<file path="src/hw/cwrc_pkg.sv">
// Purpose: shared constants and carrier types for the clock watchdog recovery control
// Assumes: 125 MHz system clock, control bytes addressed by byte number
// Notes: long prescale counts are defaults for top-level parameters
package cwrc_pkg;

  localparam logic [7:0] ADDR_WD_CTRL = 8'h09;
  localparam logic [7:0] ADDR_SKEW = 8'h0a;
  localparam logic [7:0] ADDR_REC_N = 8'h0b;
  localparam logic [7:0] ADDR_REC_M = 8'h0c;

  localparam logic [7:0] RST_WD_CTRL = 8'h00;
  localparam logic [7:0] RST_SKEW = 8'h00;
  localparam logic [7:0] RST_REC_N = 8'h00;
  localparam logic [7:0] RST_REC_M = 8'h00;

  // control byte fields
  localparam int BIT_USB_DRV = 7;
  localparam int BIT_PCI_CLOCK_DRIVE_SELECT = 6;
  localparam int BIT_MID_DRV = 5;
  localparam int BIT_WD_RST_EN = 4;
  localparam int BIT_FC_RST_EN = 3;
  localparam int BIT_TO_FLAG = 2;
  localparam int BIT_GUARD_TIMER_ENABLE = 1;
  // skew byte fields
  localparam int CPU_SKEW_HI = 7;
  localparam int CPU_SKEW_LO = 5;
  localparam int PCI_SKEW_HI = 3;
  localparam int PCI_SKEW_LO = 2;
  localparam int MID_SKEW_HI = 1;
  localparam int MID_SKEW_LO = 0;
  // recovery select byte fields
  localparam int BIT_REC_SEL = 7;
  localparam int REC_M_HI = 6;

  // timing
  localparam int unsigned CLK_KHZ = 125000;
  localparam int unsigned CLK_PERIOD_NS = 8;
  localparam int unsigned PRESCALE_SHORT_MS = 150;
  localparam int unsigned PRESCALE_LONG_MS = 2500;
  localparam int unsigned PRESCALE_SHORT_CYC = PRESCALE_SHORT_MS * CLK_KHZ;
  localparam int unsigned PRESCALE_LONG_CYC = PRESCALE_LONG_MS * CLK_KHZ;
  localparam int unsigned RESET_PULSE_NS = 1000;
  localparam int unsigned RESET_PULSE_CYC =
    (RESET_PULSE_NS + CLK_PERIOD_NS - 1) / CLK_PERIOD_NS;
  localparam logic [7:0] RESET_PULSE_CNT = RESET_PULSE_CYC[7:0];
  localparam logic [2:0] STRAP_SETTLE_CNT = 3'h4;
  localparam int TICK_W = 29;

  typedef struct packed {
    logic usb_clock_drive_select;
    logic pci_clock_drive_select;
    logic mid_clock_drive_select;
  } cwrc_drive_t;

  typedef struct packed {
    logic [2:0] cpu_skew_code;
    logic [1:0] pci_skew_code;
    logic [1:0] mid_skew_code;
  } cwrc_skew_t;

endpackage : cwrc_pkg

</file>
<file path="src/hw/cwrc_sync.sv">
// Purpose: three-stage synchroniser for a pin bus
// Assumes: each bit sampled independently
// Notes: output moves only when the second and third stages agree
`timescale 1ns/1ps
module cwrc_sync #(
  parameter int W = 5
) (
  input wire logic clk,
  input wire logic srst,
  input wire logic [W-1:0] pin_in,
  output logic [W-1:0] level_out
);

  logic [W-1:0] stage1;
  logic [W-1:0] stage2;
  logic [W-1:0] stage3;

  always_ff @(posedge clk) begin
    if (srst) begin
      stage1 <= '0;
      stage2 <= '0;
      stage3 <= '0;
    end else begin
      stage1 <= pin_in;
      stage2 <= stage1;
      stage3 <= stage2;
    end
  end

  for (genvar i = 0; i < W; i++) begin : g_bit
    always_ff @(posedge clk) begin
      if (srst) begin
        level_out[i] <= 1'b0;
      end else if (stage2[i] == stage3[i]) begin
        level_out[i] <= stage3[i];
      end
    end
  end

endmodule : cwrc_sync

</file>
<file path="src/hw/cwrc_wdog.sv">
// Purpose: watchdog down-counter with prescaled ticks
// Assumes: enable, start and settings come from the same clock
// Notes: time-out equals timeout_value prescale periods; a value of 0 expires on the first tick
`timescale 1ns/1ps
module cwrc_wdog #(
  parameter int unsigned SHORT_CYC = cwrc_pkg::PRESCALE_SHORT_CYC,
  parameter int unsigned LONG_CYC = cwrc_pkg::PRESCALE_LONG_CYC
) (
  input wire logic clk,
  input wire logic srst,
  input wire logic enable,
  input wire logic start,
  input wire logic [4:0] timeout_value,
  input wire logic timeout_prescale,
  output logic running,
  output logic expire
);

  logic [cwrc_pkg::TICK_W-1:0] tick_cnt;
  logic [cwrc_pkg::TICK_W-1:0] tick_limit;
  logic [4:0] count;
  logic tick_end;

  assign tick_limit = timeout_prescale ? cwrc_pkg::TICK_W'(LONG_CYC - 1)
                                       : cwrc_pkg::TICK_W'(SHORT_CYC - 1);
  assign tick_end = (tick_cnt >= tick_limit);

  always_ff @(posedge clk) begin
    if (srst || !enable) begin
      // disabled: stopped and reloaded
      running <= 1'b0;
      count <= timeout_value;
      tick_cnt <= '0;
    end else if (start && !running) begin
      // counting starts only on a frequency change
      running <= 1'b1;
      count <= timeout_value;
      tick_cnt <= '0;
    end else if (running) begin
      if (tick_end) begin
        tick_cnt <= '0;
        if (count <= 5'h01) begin
          running <= 1'b0;
        end else begin
          count <= count - 5'h01;
        end
      end else begin
        tick_cnt <= tick_cnt + 1'b1;
      end
    end
  end

  always_ff @(posedge clk) begin
    if (srst) begin
      expire <= 1'b0;
    end else begin
      // an accepted request on the last tick must not swallow the time-out
      expire <= enable && running && tick_end && (count <= 5'h01);
    end
  end

endmodule : cwrc_wdog

</file>
<file path="src/hw/cwrc_ctrl.sv">
// Purpose: watchdog, reset pulse, recovery lock, drive and skew control bytes
// Assumes: byte-addressed control port decoded from the management bus
// Notes: frequency-change writes arrive as request pulses and are gated here
`timescale 1ns/1ps

module cwrc_ctrl #(
  parameter int unsigned PRESCALE_SHORT_CYC = cwrc_pkg::PRESCALE_SHORT_CYC,
  parameter int unsigned PRESCALE_LONG_CYC = cwrc_pkg::PRESCALE_LONG_CYC
) (
  input wire logic clk,
  input wire logic srst,
  input wire logic reg_wr,
  input wire logic reg_rd,
  input wire logic [7:0] reg_addr,
  input wire logic [7:0] reg_wdata,
  output logic [7:0] reg_rdata,
  output logic reg_rvalid,
  input wire logic [4:0] strap_freq_code,
  input wire logic [4:0] sel_freq_code,
  input wire logic freq_source_override,
  input wire logic [4:0] timeout_value,
  input wire logic timeout_prescale,
  input wire logic freq_write_req,
  output logic freq_write_accept,
  output cwrc_pkg::cwrc_drive_t drive_select,
  output cwrc_pkg::cwrc_skew_t skew_select,
  output logic [4:0] cpu_ratio_code,
  output logic [4:0] latched_strap_code,
  output logic recovery_active,
  output logic recovery_use_nm,
  output logic recovery_use_strap,
  output logic [7:0] recovery_n_value,
  output logic [6:0] recovery_m_value,
  output logic timeout_flag,
  output logic sys_reset_pulse
);

  typedef enum logic [1:0] {
    CWRC_STRAP_WAIT,
    CWRC_STRAP_DONE
  } cwrc_strap_state_t;

  logic timeout_reset_enable;
  logic freq_change_reset_enable;
  logic guard_timer_enable;
  logic recovery_source_select;
  logic wr_ctrl;
  logic wr_skew;
  logic wr_n;
  logic wr_m;
  logic next_accept;
  logic wd_expire;
  logic wd_running;
  logic reset_trigger;
  logic [7:0] pulse_cnt;
  logic [4:0] strap_sync;
  logic [2:0] settle_cnt;
  cwrc_strap_state_t strap_state;

  assign wr_ctrl = reg_wr && (reg_addr == cwrc_pkg::ADDR_WD_CTRL);
  assign wr_skew = reg_wr && (reg_addr == cwrc_pkg::ADDR_SKEW);
  assign wr_n = reg_wr && (reg_addr == cwrc_pkg::ADDR_REC_N);
  assign wr_m = reg_wr && (reg_addr == cwrc_pkg::ADDR_REC_M);
  // a request in the time-out cycle is refused too, since the lock is taken then
  assign next_accept = freq_write_req && !recovery_active && !wd_expire;

  // ---------------- control byte
  always_ff @(posedge clk) begin
    if (srst) begin
      drive_select <= '0;
      timeout_reset_enable <= 1'b0;
      freq_change_reset_enable <= 1'b0;
      guard_timer_enable <= 1'b0;
    end else if (wr_ctrl) begin
      drive_select.usb_clock_drive_select <= reg_wdata[cwrc_pkg::BIT_USB_DRV];
      drive_select.pci_clock_drive_select <= reg_wdata[cwrc_pkg::BIT_PCI_CLOCK_DRIVE_SELECT];
      drive_select.mid_clock_drive_select <= reg_wdata[cwrc_pkg::BIT_MID_DRV];
      timeout_reset_enable <= reg_wdata[cwrc_pkg::BIT_WD_RST_EN];
      freq_change_reset_enable <= reg_wdata[cwrc_pkg::BIT_FC_RST_EN];
      guard_timer_enable <= reg_wdata[cwrc_pkg::BIT_GUARD_TIMER_ENABLE];
    end
  end

  // set wins over a same-cycle clear so no time-out is lost
  always_ff @(posedge clk) begin
    if (srst) begin
      timeout_flag <= 1'b0;
    end else if (wd_expire) begin
      timeout_flag <= 1'b1;
    end else if (wr_ctrl && reg_wdata[cwrc_pkg::BIT_TO_FLAG]) begin
      timeout_flag <= 1'b0;
    end
  end

  // ---------------- skew and recovery bytes
  always_ff @(posedge clk) begin
    if (srst) begin
      skew_select <= cwrc_pkg::RST_SKEW[6:0];
    end else if (wr_skew) begin
      skew_select.cpu_skew_code <=
        reg_wdata[cwrc_pkg::CPU_SKEW_HI:cwrc_pkg::CPU_SKEW_LO];
      skew_select.pci_skew_code <=
        reg_wdata[cwrc_pkg::PCI_SKEW_HI:cwrc_pkg::PCI_SKEW_LO];
      skew_select.mid_skew_code <=
        reg_wdata[cwrc_pkg::MID_SKEW_HI:cwrc_pkg::MID_SKEW_LO];
    end
  end

  always_ff @(posedge clk) begin
    if (srst) begin
      recovery_n_value <= cwrc_pkg::RST_REC_N;
    end else if (wr_n) begin
      recovery_n_value <= reg_wdata;
    end
  end

  always_ff @(posedge clk) begin
    if (srst) begin
      recovery_source_select <= cwrc_pkg::RST_REC_M[cwrc_pkg::BIT_REC_SEL];
      recovery_m_value <= cwrc_pkg::RST_REC_M[cwrc_pkg::REC_M_HI:0];
    end else if (wr_m) begin
      recovery_source_select <= reg_wdata[cwrc_pkg::BIT_REC_SEL];
      recovery_m_value <= reg_wdata[cwrc_pkg::REC_M_HI:0];
    end
  end

  // ---------------- read port, one cycle latency
  always_ff @(posedge clk) begin
    if (srst) begin
      reg_rvalid <= 1'b0;
      reg_rdata <= 8'h00;
    end else begin
      reg_rvalid <= reg_rd;
      if (reg_rd) begin
        case (reg_addr)
          cwrc_pkg::ADDR_WD_CTRL: reg_rdata <= {drive_select, timeout_reset_enable,
            freq_change_reset_enable, timeout_flag, guard_timer_enable, 1'b0};
          cwrc_pkg::ADDR_SKEW: reg_rdata <= {skew_select.cpu_skew_code, 1'b0,
            skew_select.pci_skew_code, skew_select.mid_skew_code};
          cwrc_pkg::ADDR_REC_N: reg_rdata <= recovery_n_value;
          cwrc_pkg::ADDR_REC_M: reg_rdata <= {recovery_source_select, recovery_m_value};
          default: reg_rdata <= 8'h00;
        endcase
      end
    end
  end

  // ---------------- strap capture after reset release
  cwrc_sync #(
    .W(5)
  ) u_strap_sync (
    .clk(clk),
    .srst(srst),
    .pin_in(strap_freq_code),
    .level_out(strap_sync)
  );

  // wait for the synchroniser to fill before taking the strap once
  always_ff @(posedge clk) begin
    if (srst) begin
      strap_state <= CWRC_STRAP_WAIT;
      settle_cnt <= 3'h0;
      latched_strap_code <= 5'h00;
    end else begin
      case (strap_state)
        CWRC_STRAP_WAIT: begin
          if (settle_cnt == cwrc_pkg::STRAP_SETTLE_CNT) begin
            latched_strap_code <= strap_sync;
            strap_state <= CWRC_STRAP_DONE;
          end else begin
            settle_cnt <= settle_cnt + 3'h1;
          end
        end
        CWRC_STRAP_DONE: strap_state <= CWRC_STRAP_DONE;
        default: strap_state <= CWRC_STRAP_WAIT;
      endcase
    end
  end

  // ---------------- frequency path
  always_ff @(posedge clk) begin
    if (srst) begin
      cpu_ratio_code <= 5'h00;
    end else begin
      cpu_ratio_code <= freq_source_override ? sel_freq_code : latched_strap_code;
    end
  end

  always_ff @(posedge clk) begin
    if (srst) begin
      freq_write_accept <= 1'b0;
    end else begin
      freq_write_accept <= next_accept;
    end
  end

  // ---------------- watchdog and recovery lock
  cwrc_wdog #(
    .SHORT_CYC(PRESCALE_SHORT_CYC),
    .LONG_CYC(PRESCALE_LONG_CYC)
  ) u_wdog (
    .clk(clk),
    .srst(srst),
    .enable(guard_timer_enable),
    .start(freq_write_accept),
    .timeout_value(timeout_value),
    .timeout_prescale(timeout_prescale),
    .running(wd_running),
    .expire(wd_expire)
  );

  // a time-out in the same cycle as the unlocking write still locks
  always_ff @(posedge clk) begin
    if (srst) begin
      recovery_active <= 1'b0;
    end else if (wd_expire) begin
      recovery_active <= 1'b1;
    end else if (wr_ctrl && !reg_wdata[cwrc_pkg::BIT_GUARD_TIMER_ENABLE]) begin
      recovery_active <= 1'b0;
    end
  end

  always_ff @(posedge clk) begin
    if (srst) begin
      recovery_use_nm <= 1'b0;
      recovery_use_strap <= 1'b0;
    end else begin
      recovery_use_nm <= (recovery_active || wd_expire) && recovery_source_select;
      recovery_use_strap <= (recovery_active || wd_expire) && !recovery_source_select;
    end
  end

  // ---------------- reset pulse
  assign reset_trigger = (wd_expire && timeout_reset_enable)
    || (freq_write_accept && freq_change_reset_enable);

  always_ff @(posedge clk) begin
    if (srst) begin
      pulse_cnt <= 8'h00;
    end else if (reset_trigger) begin
      pulse_cnt <= cwrc_pkg::RESET_PULSE_CNT;
    end else if (pulse_cnt != 8'h00) begin
      pulse_cnt <= pulse_cnt - 8'h01;
    end
  end

  always_ff @(posedge clk) begin
    if (srst) begin
      sys_reset_pulse <= 1'b0;
    end else begin
      sys_reset_pulse <= reset_trigger || (pulse_cnt > 8'h01);
    end
  end
endmodule : cwrc_ctrl

</file>
<file path="config.mk">
export PLATFORM = sky130hd
export DESIGN_NAME = cwrc_ctrl
export DESIGN_NICKNAME = d
export VERILOG_FILES = /design/src/hw/cwrc_pkg.sv /design/src/hw/cwrc_sync.sv /design/src/hw/cwrc_wdog.sv /design/src/hw/cwrc_ctrl.sv
export SDC_FILE = /design/constraint.sdc
export NUM_CORES = 1
export LEC_CHECK = 0
export ABC_CLOCK_PERIOD_IN_PS = 2300
export BUFFER_PORTS_ARGS = -buffer_cell sky130_fd_sc_hd__buf_4
export CAP_MARGIN = 10
export CORE_UTILIZATION = 50
export DETAILED_ROUTE_END_ITERATION = 7
export PLACE_DENSITY = 0.75
export SETUP_SLACK_MARGIN = 0.5
export SKIP_CTS_REPAIR_TIMING = 1
export SYNTH_ARGS = -nofsm -noshare
export SYNTH_HDL_FRONTEND = slang
export SYNTH_SLANG_ARGS = --single-unit
</file>
<file path="constraint.sdc">
create_clock -name clk -period 2.3 [get_ports clk]
set_input_delay 0.345 -clock clk [delete_from_list [all_inputs] [get_ports clk]]
set_output_delay 0.345 -clock clk [all_outputs]
set_load 0.01 [all_outputs]
</file>
==> impl_metrics.prom, run 1 <==
# TYPE chip_impl_metric gauge
chip_impl_info{name="outcome",value="complete, no violations"} 1
chip_impl_metric{name="dp_hpwl",unit="microns"} 8500
chip_impl_metric{name="r2r_setup_slack",unit="ns"} 0.09
chip_impl_metric{name="dieArea",unit="sq mm"} 0.0109
chip_impl_info{name="worst_setup_path_endpoint",value="u_wdog.count[1]"} 1
chip_impl_metric{name="period_needed",unit="ns"} 2.21
chip_impl_metric{name="timing.setup.tns",unit="ns"} 0
chip_impl_metric{name="power.combinational.fraction",unit="%"} 12.5
chip_impl_info{name="cp_top_family",value="simple AND/OR/NAND/NOR gates"} 1
chip_impl_metric{name="netlist_instances",unit=""} 591
chip_impl_metric{name="critical_path_arrival",unit="ns"} 2.41
chip_impl_metric{name="maximum_number_of_pins_on_one_net_before_global_route_repair",unit=""} 34
chip_impl_metric{name="grt_antenna_before_repair",unit=""} 0
chip_impl_info{name="worstSetupPathType",value="register to register"} 1
chip_impl_metric{name="row_count",unit=""} 36
chip_impl_info{name="grt_setup_unrepaired",value="true"} 1
chip_impl_metric{name="powerDensity",unit="mW/mm^2"} 801
chip_impl_metric{name="syn_avg_cell_area",unit="sq um"} 8.86
chip_impl_metric{name="post-route-drc-count",unit=""} 0
chip_impl_metric{name="core_region_area",unit="sq mm"} 0.00995
chip_impl_info{name="clock_root_buffer_master",value="sky130_fd_sc_hd__clkbuf_8"} 1
chip_impl_metric{name="max-clock-path-buffers",unit=""} 2
chip_impl_metric{name="switching_share",unit="%"} 28.1
chip_impl_metric{name="setup_viol",unit=""} 0
chip_impl_metric{name="timing.final.crit_share",unit="%"} 95.9
chip_impl_info{name="setup.worst_path.end_class",value="register"} 1
chip_impl_metric{name="ir_worst_vdd",unit="mV"} 0.610
chip_impl_metric{name="vias",unit=""} 4609
chip_impl_metric{name="timing_hold_violations_final",unit=""} 0
chip_impl_metric{name="power_switching",unit="uW"} 1550
chip_impl_metric{name="worst_slew_margin_rel",unit="%"} 52.6
chip_impl_metric{name="die-height",unit="microns"} 104
chip_impl_metric{name="effective_utilization_at_floorplan",unit="%"} 52.6
chip_impl_metric{name="wirelength",unit="microns"} 12400
chip_impl_info{name="cts_tree",value="built"} 1
chip_impl_metric{name="postSynthRegisterBits",unit=""} 122
chip_impl_metric{name="total_leakage_power",unit="uW"} 0.00270
chip_impl_metric{name="nNetsFinal",unit=""} 748
chip_impl_metric{name="final.setup_skew",unit="ns"} 0.00793
chip_impl_metric{name="fin_worst_hold_slack",unit="ns"} 0.0469
chip_impl_metric{name="syn-cell-area",unit="sq mm"} 0.00524
chip_impl_metric{name="post_layout_worst_setup_margin",unit="ns"} 0.0936
chip_impl_metric{name="timing.critical_path.buf_inv",unit=""} 0
chip_impl_metric{name="detailed_place.area",unit="sq mm"} 0.00618
chip_impl_metric{name="antenna_cells",unit=""} 0
chip_impl_metric{name="avgViaCountPerCell",unit=""} 5.52
chip_impl_metric{name="final_area",unit="sq mm"} 0.00687
chip_impl_metric{name="cap_viol_max_count",unit=""} 0
chip_impl_info{name="worst_setup_path_start_kind",value="register"} 1
chip_impl_metric{name="port-buffer-count",unit=""} 87
chip_impl_metric{name="floorplan.die.width",unit="microns"} 104
chip_impl_metric{name="critical-path-max-stage-delay",unit="ns"} 0.50
chip_impl_info{name="crit-reg2reg-launch",value="u_wdog.tick_cnt[24]"} 1
chip_impl_metric{name="synth-edff-count",unit=""} 5
chip_impl_info{name="final_cell_mix",value="112 x sky130_fd_sc_hd__dfxtp_1, 103 x sky130_fd_sc_hd__buf_4, 78 x sky130_fd_sc_hd__nand2_1, 59 x sky130_fd_sc_hd__a21oi_1, 54 x sky130_fd_sc_hd__nor2_1"} 1
chip_impl_metric{name="timing.fmax",unit="MHz"} 453
chip_impl_metric{name="syn_to_final_growth",unit="%"} 31.1
chip_impl_metric{name="grt_pass1_vias",unit=""} 4384
chip_impl_metric{name="grtUsageTotal",unit="%"} 22.9
chip_impl_metric{name="clkSlewWorstSetupHoldPaths",unit="ns"} 0.06
chip_impl_info{name="timing.critical_path.slowest_stage_cell",value="sky130_fd_sc_hd__or4b_4"} 1
chip_impl_info{name="ordered_list_of_cells_on_the_worst_path",value="ha_4, or4b_4, nor2_4, a22oi_2, and3_4, nand2b_4, o21bai_4"} 1
chip_impl_metric{name="detail_route.iter0.violations",unit=""} 198
chip_impl_metric{name="clkPwrFrac",unit="%"} 45.2
chip_impl_metric{name="seq_power_share",unit="%"} 42.4
chip_impl_info{name="worst_r2r_endpoint",value="u_wdog.count[1]"} 1
chip_impl_metric{name="cts_h_tree_depth",unit=""} 4
chip_impl_info{name="post-synth-top-area-cell",value="sky130_fd_sc_hd__dfxtp_1"} 1
chip_impl_info{name="commonest_non_fill_non_tap_cell_in_the_layout",value="sky130_fd_sc_hd__dfxtp_1"} 1
chip_impl_metric{name="async_flop_share",unit="%"} 0
chip_impl_metric{name="max_slew.worst_pin.slew",unit="ns"} 0.711
chip_impl_metric{name="worstPathRequired",unit="ns"} 2.50
chip_impl_metric{name="synth_top_cell_area_share",unit="%"} 44.7
chip_impl_metric{name="global_route_wire_length_before_repair",unit="microns"} 20300
chip_impl_metric{name="drt_pre_antenna_iters",unit=""} 5
chip_impl_metric{name="yosys.cell_types.count",unit=""} 51
chip_impl_metric{name="ys_seq_area_share",unit="%"} 47.6
chip_impl_info{name="hold_class",value="input pin to register"} 1
chip_impl_metric{name="cells_on_worst_reg2reg_path",unit=""} 7
chip_impl_metric{name="postSynthNetCount",unit=""} 650
chip_impl_metric{name="power.internal",unit="uW"} 3950
chip_impl_metric{name="timing.critical_path.fanout_max",unit=""} 5
chip_impl_metric{name="cts-buffers-inserted",unit=""} 17
chip_impl_metric{name="antenna_violating_nets_post_route",unit=""} 0
chip_impl_info{name="worst_setup_path_startpoint",value="u_wdog.tick_cnt[24]"} 1
chip_impl_metric{name="setup_slack_at_placement",unit="ns"} -0.221
chip_impl_metric{name="global_route_congestion_overflow_total",unit=""} 0
chip_impl_metric{name="design_power_total",unit="uW"} 5500
chip_impl_metric{name="route.detailed.wl_per_inst",unit="microns"} 14.8
chip_impl_metric{name="ys_warn_count",unit=""} 0
chip_impl_info{name="synth.top_cells.by_area",value="sky130_fd_sc_hd__dfxtp_1 45%, sky130_fd_sc_hd__a21oi_1 5.7%, sky130_fd_sc_hd__nand2_1 5.6%"} 1
chip_impl_metric{name="routabilityCongestion",unit=""} 0.797
chip_impl_metric{name="io-pin-count",unit=""} 88
chip_impl_metric{name="layout-drive-gt1-share",unit="%"} 24.4
chip_impl_metric{name="crit_cells",unit=""} 7
chip_impl_info{name="ys_dominant_reg_cell",value="sky130_fd_sc_hd__dfxtp_1"} 1
chip_impl_metric{name="insertion_delay",unit="ns"} 0.51
chip_impl_metric{name="cts.sink_count",unit=""} 122
chip_impl_metric{name="slew_viol_final",unit=""} 0
==> state kept, by name, indices dropped and copies added (netlist names), 3 cells and up <==
name,count
recovery_m_value,7
u_wdog.tick_cnt,29
pulse_cnt,8
drive_select,3
u_wdog.count,5
u_strap_sync.stage2,5
skew_select,7
latched_strap_code,5
u_strap_sync.stage3,5
recovery_n_value,8
u_strap_sync.level_out,5
u_strap_sync.stage1,5
cpu_ratio_code,5
settle_cnt,3
reg_rdata,8
==> worst min path at each step <==
| stage | to | from | cells after the start | slack, ns |
|---|---|---|---|---|
| 5_1_grt | u_strap_sync.stage1[2] | strap_freq_code[2] | 2 | 0.03 |
| 2_1_floorplan | u_strap_sync.stage2[0] | u_strap_sync.stage1[0] | 1 | 0.41 |
| 3_3_place_gp | u_strap_sync.stage2[3] | u_strap_sync.stage1[3] | 1 | 0.42 |
| 3_5_place_dp | u_strap_sync.stage2[0] | u_strap_sync.stage1[0] | 1 | 0.43 |
| 6_report | u_strap_sync.stage1[3] | strap_freq_code[3] | 2 | 0.05 |
| 4_1_cts | u_strap_sync.stage1[3] | strap_freq_code[3] | 2 | 0.03 |
==> power by group through the flow <==
| stage | Combinational [uW] | Clock (uW) | Sequential, uW |
|---|---|---|---|
| 2_1_floorplan | 452 | 0 | 2350 |
| 6_report | 685 | 2490 | 2330 |
| 3_3_place_gp | 599 | 0 | 2350 |
| 5_1_grt | 773 | 2610 | 2340 |
| 3_5_place_dp | 626 | 0 | 2360 |
| 4_1_cts | 641 | 2510 | 2310 |
==> stage by stage <==
| step | util [%] | std cells |
|---|---|---|
| floorplan | - | 591 |
| global placement | 62.0 | 800 |
| detailed placement | 62.0 | 800 |
| CTS | 67.7 | 832 |
| global route | 69.0 | 835 |
| finish | 69.0 | 835 |
==> layout make-up <==
class                   count  area, sq um
clock inverters            15          148
multi-input cells         426         2760
flip-flops and latches    122         2500
fillers                   744         3090
well taps                 133          166
clock buffers              17          414
repair buffers            105          808
inverters                  17         67.6
==> kinds of logic (layout without fill, tap and decap cells) <==
kind of cell / after synthesis / count (layout) / synth area share [%]
DFF: 122 / 122 / 47.6
and+or+nand+nor: 249 / 249 / 23.3
xor gates and xnor gates: 32 / 32 / 5.35
AOI/OAI and AO/OA: 112 / 112 / 12.8
adders and majority gates: 21 / 21 / 5.02
muxes: 12 / 12 / 2.29
buffers and inverters: 43 / 154 / 3.66
==> layer usage <==
layer / GRT usage [%] / wire length [microns] / vias to the layer above
li1: - / - / 2264
met1: 27.0 / 5310 / 2166
met2: 39.0 / 6020 / 148
met3: 6.83 / 798 / 31
met4: 8.37 / 252 / 0
met5: 0 / 0 / -
==> cell usage after synthesis, drive strengths merged (2+ instances only) <==
cell type,n
nand2,78
nor2b,18
buf,11
xor2,18
nand4,9
clkbuf,15
a21boi,2
a31oi,5
nor4b,2
a211oi,2
nand2b,3
ha,21
and4b,3
a22oi,2
o21bai,2
dfxtp,117
nor3b,3
xnor2,14
and2,5
edfxtp,5
a222oi,7
a21o,6
o21ai,19
nor2,57
a21oi,60
nor3,11
and4,5
nor4,5
inv,17
mux2i,12
and3,4
nand3,38
Note: power is estimated with default switching activity, not from simulation.
==> run 2, diff against run 1 <==
--- a/config.mk
+++ b/config.mk
@@ -8,11 +8,11 @@
 export ABC_CLOCK_PERIOD_IN_PS = 2300
 export BUFFER_PORTS_ARGS = -buffer_cell sky130_fd_sc_hd__buf_4
 export CAP_MARGIN = 10
-export CORE_UTILIZATION = 50
+export CORE_UTILIZATION = 40
 export DETAILED_ROUTE_END_ITERATION = 7
-export PLACE_DENSITY = 0.75
 export SETUP_SLACK_MARGIN = 0.5
 export SKIP_CTS_REPAIR_TIMING = 1
 export SYNTH_ARGS = -nofsm -noshare
 export SYNTH_HDL_FRONTEND = slang
+export SYNTH_HIERARCHICAL = 1
 export SYNTH_SLANG_ARGS = --single-unit
==> run 2 against run 1 <==
Net effect: core utilization down 15 points; fmax is 2.1% lower; via count decreased by 3.7%; power up 1.8%; register-to-register slack worse by 0.05 ns; flip-flop and latch count unchanged; design area rose by 4.4%; final cell count is 3.7% higher; combinational power shrank 5.0%; count of clock-buffer cells in the layout rose by 4; highest routed layer unchanged.
==> impl_metrics.prom, run 2 <==
# TYPE chip_impl_metric gauge
chip_impl_info{name="outcome",value="complete, no violations"} 1
chip_impl_metric{name="timing.final.crit_share",unit="%"} 98.0
chip_impl_metric{name="setup_viol",unit=""} 0
chip_impl_metric{name="effective_utilization_at_floorplan",unit="%"} 41.3
chip_impl_metric{name="cts_h_tree_depth",unit=""} 4
chip_impl_metric{name="detail_route.iter0.violations",unit=""} 240
chip_impl_metric{name="io-pin-count",unit=""} 88
chip_impl_metric{name="final.setup_skew",unit="ns"} 0.00530
chip_impl_metric{name="post_layout_util",unit="%"} 53.9
chip_impl_metric{name="antenna_cells",unit=""} 0
chip_impl_metric{name="avgViaCountPerCell",unit=""} 5.13
chip_impl_metric{name="core_region_area",unit="sq mm"} 0.0133
chip_impl_metric{name="antenna_violating_nets_post_route",unit=""} 0
chip_impl_metric{name="cts.sink_count",unit=""} 122
chip_impl_metric{name="timing.critical_path.fanout_max",unit=""} 5
chip_impl_metric{name="synth_top_cell_area_share",unit="%"} 42.7
chip_impl_metric{name="post-route-drc-count",unit=""} 0
chip_impl_info{name="worst_setup_path_startpoint",value="u_wdog/tick_cnt[25]"} 1
chip_impl_info{name="synth.top_cells.by_area",value="sky130_fd_sc_hd__dfxtp_1 43%, sky130_fd_sc_hd__mux2i_1 8.8%, sky130_fd_sc_hd__nor2_1 6.6%"} 1
chip_impl_metric{name="yosys.cell_types.count",unit=""} 66
chip_impl_metric{name="ys_warn_count",unit=""} 6
chip_impl_metric{name="hold_depth",unit=""} 2
chip_impl_metric{name="row_count",unit=""} 42
chip_impl_metric{name="vias",unit=""} 4439
chip_impl_info{name="synth_most_common_cell",value="sky130_fd_sc_hd__dfxtp_1"} 1
chip_impl_info{name="min-delay-start",value="strap_freq_code[2]"} 1
chip_impl_info{name="crit-reg2reg-launch",value="u_wdog/tick_cnt[25]"} 1
chip_impl_info{name="worstSetupPathType",value="register to register"} 1
chip_impl_info{name="commonest_non_fill_non_tap_cell_in_the_layout",value="sky130_fd_sc_hd__dfxtp_1"} 1
chip_impl_metric{name="worst_slew_margin_rel",unit="%"} 56.9
chip_impl_metric{name="grtUsageTotal",unit="%"} 17.9
chip_impl_metric{name="cts-buffers-inserted",unit=""} 17
chip_impl_metric{name="floorplan.die.width",unit="microns"} 119
chip_impl_metric{name="drt_pre_antenna_iters",unit=""} 4
chip_impl_metric{name="cap_viol_max_count",unit=""} 0
chip_impl_metric{name="dieArea",unit="sq mm"} 0.0142
chip_impl_metric{name="max-clock-path-buffers",unit=""} 2
chip_impl_metric{name="route.detailed.wl_per_inst",unit="microns"} 14.2
chip_impl_metric{name="grt_pass1_vias",unit=""} 4259
chip_impl_metric{name="critical_path_arrival",unit="ns"} 2.36
chip_impl_info{name="grt_setup_unrepaired",value="true"} 1
chip_impl_metric{name="crit_cells",unit=""} 7
chip_impl_metric{name="power.internal",unit="uW"} 4240
chip_impl_metric{name="die-height",unit="microns"} 119
chip_impl_info{name="hold_end",value="u_strap_sync/stage1[2]"} 1
chip_impl_metric{name="clkSlewWorstSetupHoldPaths",unit="ns"} 0.05
chip_impl_metric{name="detailed_place.area",unit="sq mm"} 0.00644
chip_impl_metric{name="routabilityCongestion",unit=""} 0.827
chip_impl_metric{name="clkPwrFrac",unit="%"} 47.1
chip_impl_metric{name="slew_viol_final",unit=""} 0
chip_impl_metric{name="global_route_congestion_overflow_total",unit=""} 0
chip_impl_metric{name="seq_power_share",unit="%"} 41.3
chip_impl_metric{name="layout-drive-gt1-share",unit="%"} 28.0
chip_impl_metric{name="wirelength",unit="microns"} 12300
chip_impl_metric{name="final_area",unit="sq mm"} 0.00717
chip_impl_metric{name="port-buffer-count",unit=""} 87
chip_impl_metric{name="nNetsFinal",unit=""} 737
chip_impl_metric{name="total_leakage_power",unit="uW"} 0.00298
chip_impl_metric{name="async_flop_share",unit="%"} 0
chip_impl_info{name="register_name_with_the_most_flops",value="u_wdog/tick_cnt"} 1
chip_impl_metric{name="period_needed",unit="ns"} 2.25
chip_impl_metric{name="postSynthRegisterBits",unit=""} 122
chip_impl_metric{name="dp_hpwl",unit="microns"} 8730
chip_impl_metric{name="max_slew.worst_pin.slew",unit="ns"} 0.646
chip_impl_info{name="timing.critical_path.slowest_stage_cell",value="sky130_fd_sc_hd__or4_4"} 1
chip_impl_metric{name="power.combinational.fraction",unit="%"} 11.6
chip_impl_metric{name="worstPathRequired",unit="ns"} 2.40
chip_impl_metric{name="syn_to_final_growth",unit="%"} 30.6
chip_impl_metric{name="insertion_delay",unit="ns"} 0.41
chip_impl_metric{name="maximum_number_of_pins_on_one_net_before_global_route_repair",unit=""} 35
chip_impl_info{name="clock_root_buffer_master",value="sky130_fd_sc_hd__clkbuf_16"} 1
chip_impl_info{name="setup.worst_path.end_class",value="register"} 1
chip_impl_metric{name="cells_on_worst_reg2reg_path",unit=""} 7
chip_impl_metric{name="syn-cell-area",unit="sq mm"} 0.00549
chip_impl_info{name="worst_r2r_endpoint",value="u_wdog/count[0]"} 1
chip_impl_metric{name="syn_avg_cell_area",unit="sq um"} 9.68
chip_impl_metric{name="fin_worst_hold_slack",unit="ns"} 0.142
chip_impl_metric{name="netlist_instances",unit=""} 567
chip_impl_metric{name="powerDensity",unit="mW/mm^2"} 781
chip_impl_metric{name="ir_worst_vdd",unit="mV"} 0.446
chip_impl_metric{name="ys_seq_area_share",unit="%"} 45.4
chip_impl_metric{name="grt_antenna_before_repair",unit=""} 0
chip_impl_metric{name="timing.setup.tns",unit="ns"} 0
chip_impl_metric{name="r2r_setup_slack",unit="ns"} 0.05
chip_impl_metric{name="power_switching",unit="uW"} 1360
chip_impl_info{name="post-synth-top-area-cell",value="sky130_fd_sc_hd__dfxtp_1"} 1
chip_impl_metric{name="global_route_wire_length_before_repair",unit="microns"} 20000
chip_impl_metric{name="largest_register_ffs",unit=""} 29
chip_impl_info{name="cp_top_family",value="simple AND/OR/NAND/NOR gates"} 1
chip_impl_info{name="hold_class",value="input pin to register"} 1
chip_impl_metric{name="synth-edff-count",unit=""} 5
chip_impl_info{name="synth_top_cells_by_count",value="117 x sky130_fd_sc_hd__dfxtp_1, 96 x sky130_fd_sc_hd__nor2_1, 48 x sky130_fd_sc_hd__mux2i_1, 33 x sky130_fd_sc_hd__nand2_1, 22 x sky130_fd_sc_hd__ha_1"} 1
chip_impl_info{name="final_cell_mix",value="113 x sky130_fd_sc_hd__dfxtp_1, 108 x sky130_fd_sc_hd__buf_4, 87 x sky130_fd_sc_hd__nor2_1, 48 x sky130_fd_sc_hd__mux2i_1, 33 x sky130_fd_sc_hd__nand2_1"} 1
chip_impl_metric{name="timing.fmax",unit="MHz"} 444
chip_impl_info{name="ys_dominant_reg_cell",value="sky130_fd_sc_hd__dfxtp_1"} 1
chip_impl_info{name="cts_tree",value="built"} 1
chip_impl_metric{name="switching_share",unit="%"} 24.2
chip_impl_metric{name="timing_hold_violations_final",unit=""} 0
chip_impl_metric{name="timing.critical_path.buf_inv",unit=""} 0
chip_impl_metric{name="postSynthNetCount",unit=""} 627
chip_impl_info{name="ordered_list_of_cells_on_the_worst_path",value="ha_4, nand2b_1, or4_4, a2111oi_4, nor3_4, nor2_1, a21o_1"} 1
chip_impl_metric{name="n_fill_cell",unit=""} 1210
chip_impl_info{name="worst_setup_path_start_kind",value="register"} 1
chip_impl_metric{name="critical-path-max-stage-delay",unit="ns"} 0.50
run 2: stage by stage:
step	power, uW	worst slack (ns)	instances
4_1_cts	5670	-0.0359	866
3_5_place_dp	3010	-0.329	834
6_report	5600	0.0471	866
5_1_grt	5880	-0.105	866
3_3_place_gp	2970	-0.275	834
2_1_floorplan	2810	-0.105	567
run 2: worst max-delay path by stage:
stage / end
2_1_floorplan: u_wdog/count[0]
3_3_place_gp: u_wdog/count[0]
3_5_place_dp: u_wdog/count[0]
4_1_cts: u_wdog/count[0]
5_1_grt: u_wdog/count[4]
6_report: u_wdog/count[0]
run 2: kinds of logic after synthesis:
kind of cell	Yosys count	synth area share [%]
AND/OR/NAND/NOR	229	22.4
flip-flops	122	45.4
AO/OA/AOI/OAI	83	10.5
multiplexers	48	8.76
buffers and inverters	33	3.12
XOR/XNOR	30	4.79
adder cells (fa/ha/maj)	22	5.02
run 2: layer usage:
| metal | vias to the layer above | GRT usage (%) | routed length, microns |
|---|---|---|---|
| li1 | 2225 | - | - |
| met1 | 2091 | 21.7 | 5620 |
| met2 | 97 | 28.9 | 5780 |
| met3 | 26 | 4.98 | 587 |
| met4 | 0 | 9.10 | 332 |
| met5 | - | 0 | 0 |
run 2: area by class of cell:
class | instances | area (sq um) | share of cell area, %
well taps | 176 | 220 | 3.07
repair buffers | 109 | 831 | 11.6
inverters | 15 | 60.1 | 0.838
flip-flops and latches | 122 | 2500 | 34.8
multi-input cells | 412 | 2960 | 41.3
clock buffers | 21 | 482 | 6.72
clock inverters | 11 | 116 | 1.62
run 2: power by group through the flow:
stage          sequential (uW)  clock (uW)  combinational, uW
2_1_floorplan             2350           0                463
3_5_place_dp              2360           0                651
4_1_cts                   2310        2700                655
3_3_place_gp              2350           0                619
6_report                  2310        2640                651
5_1_grt                   2320        2810                744
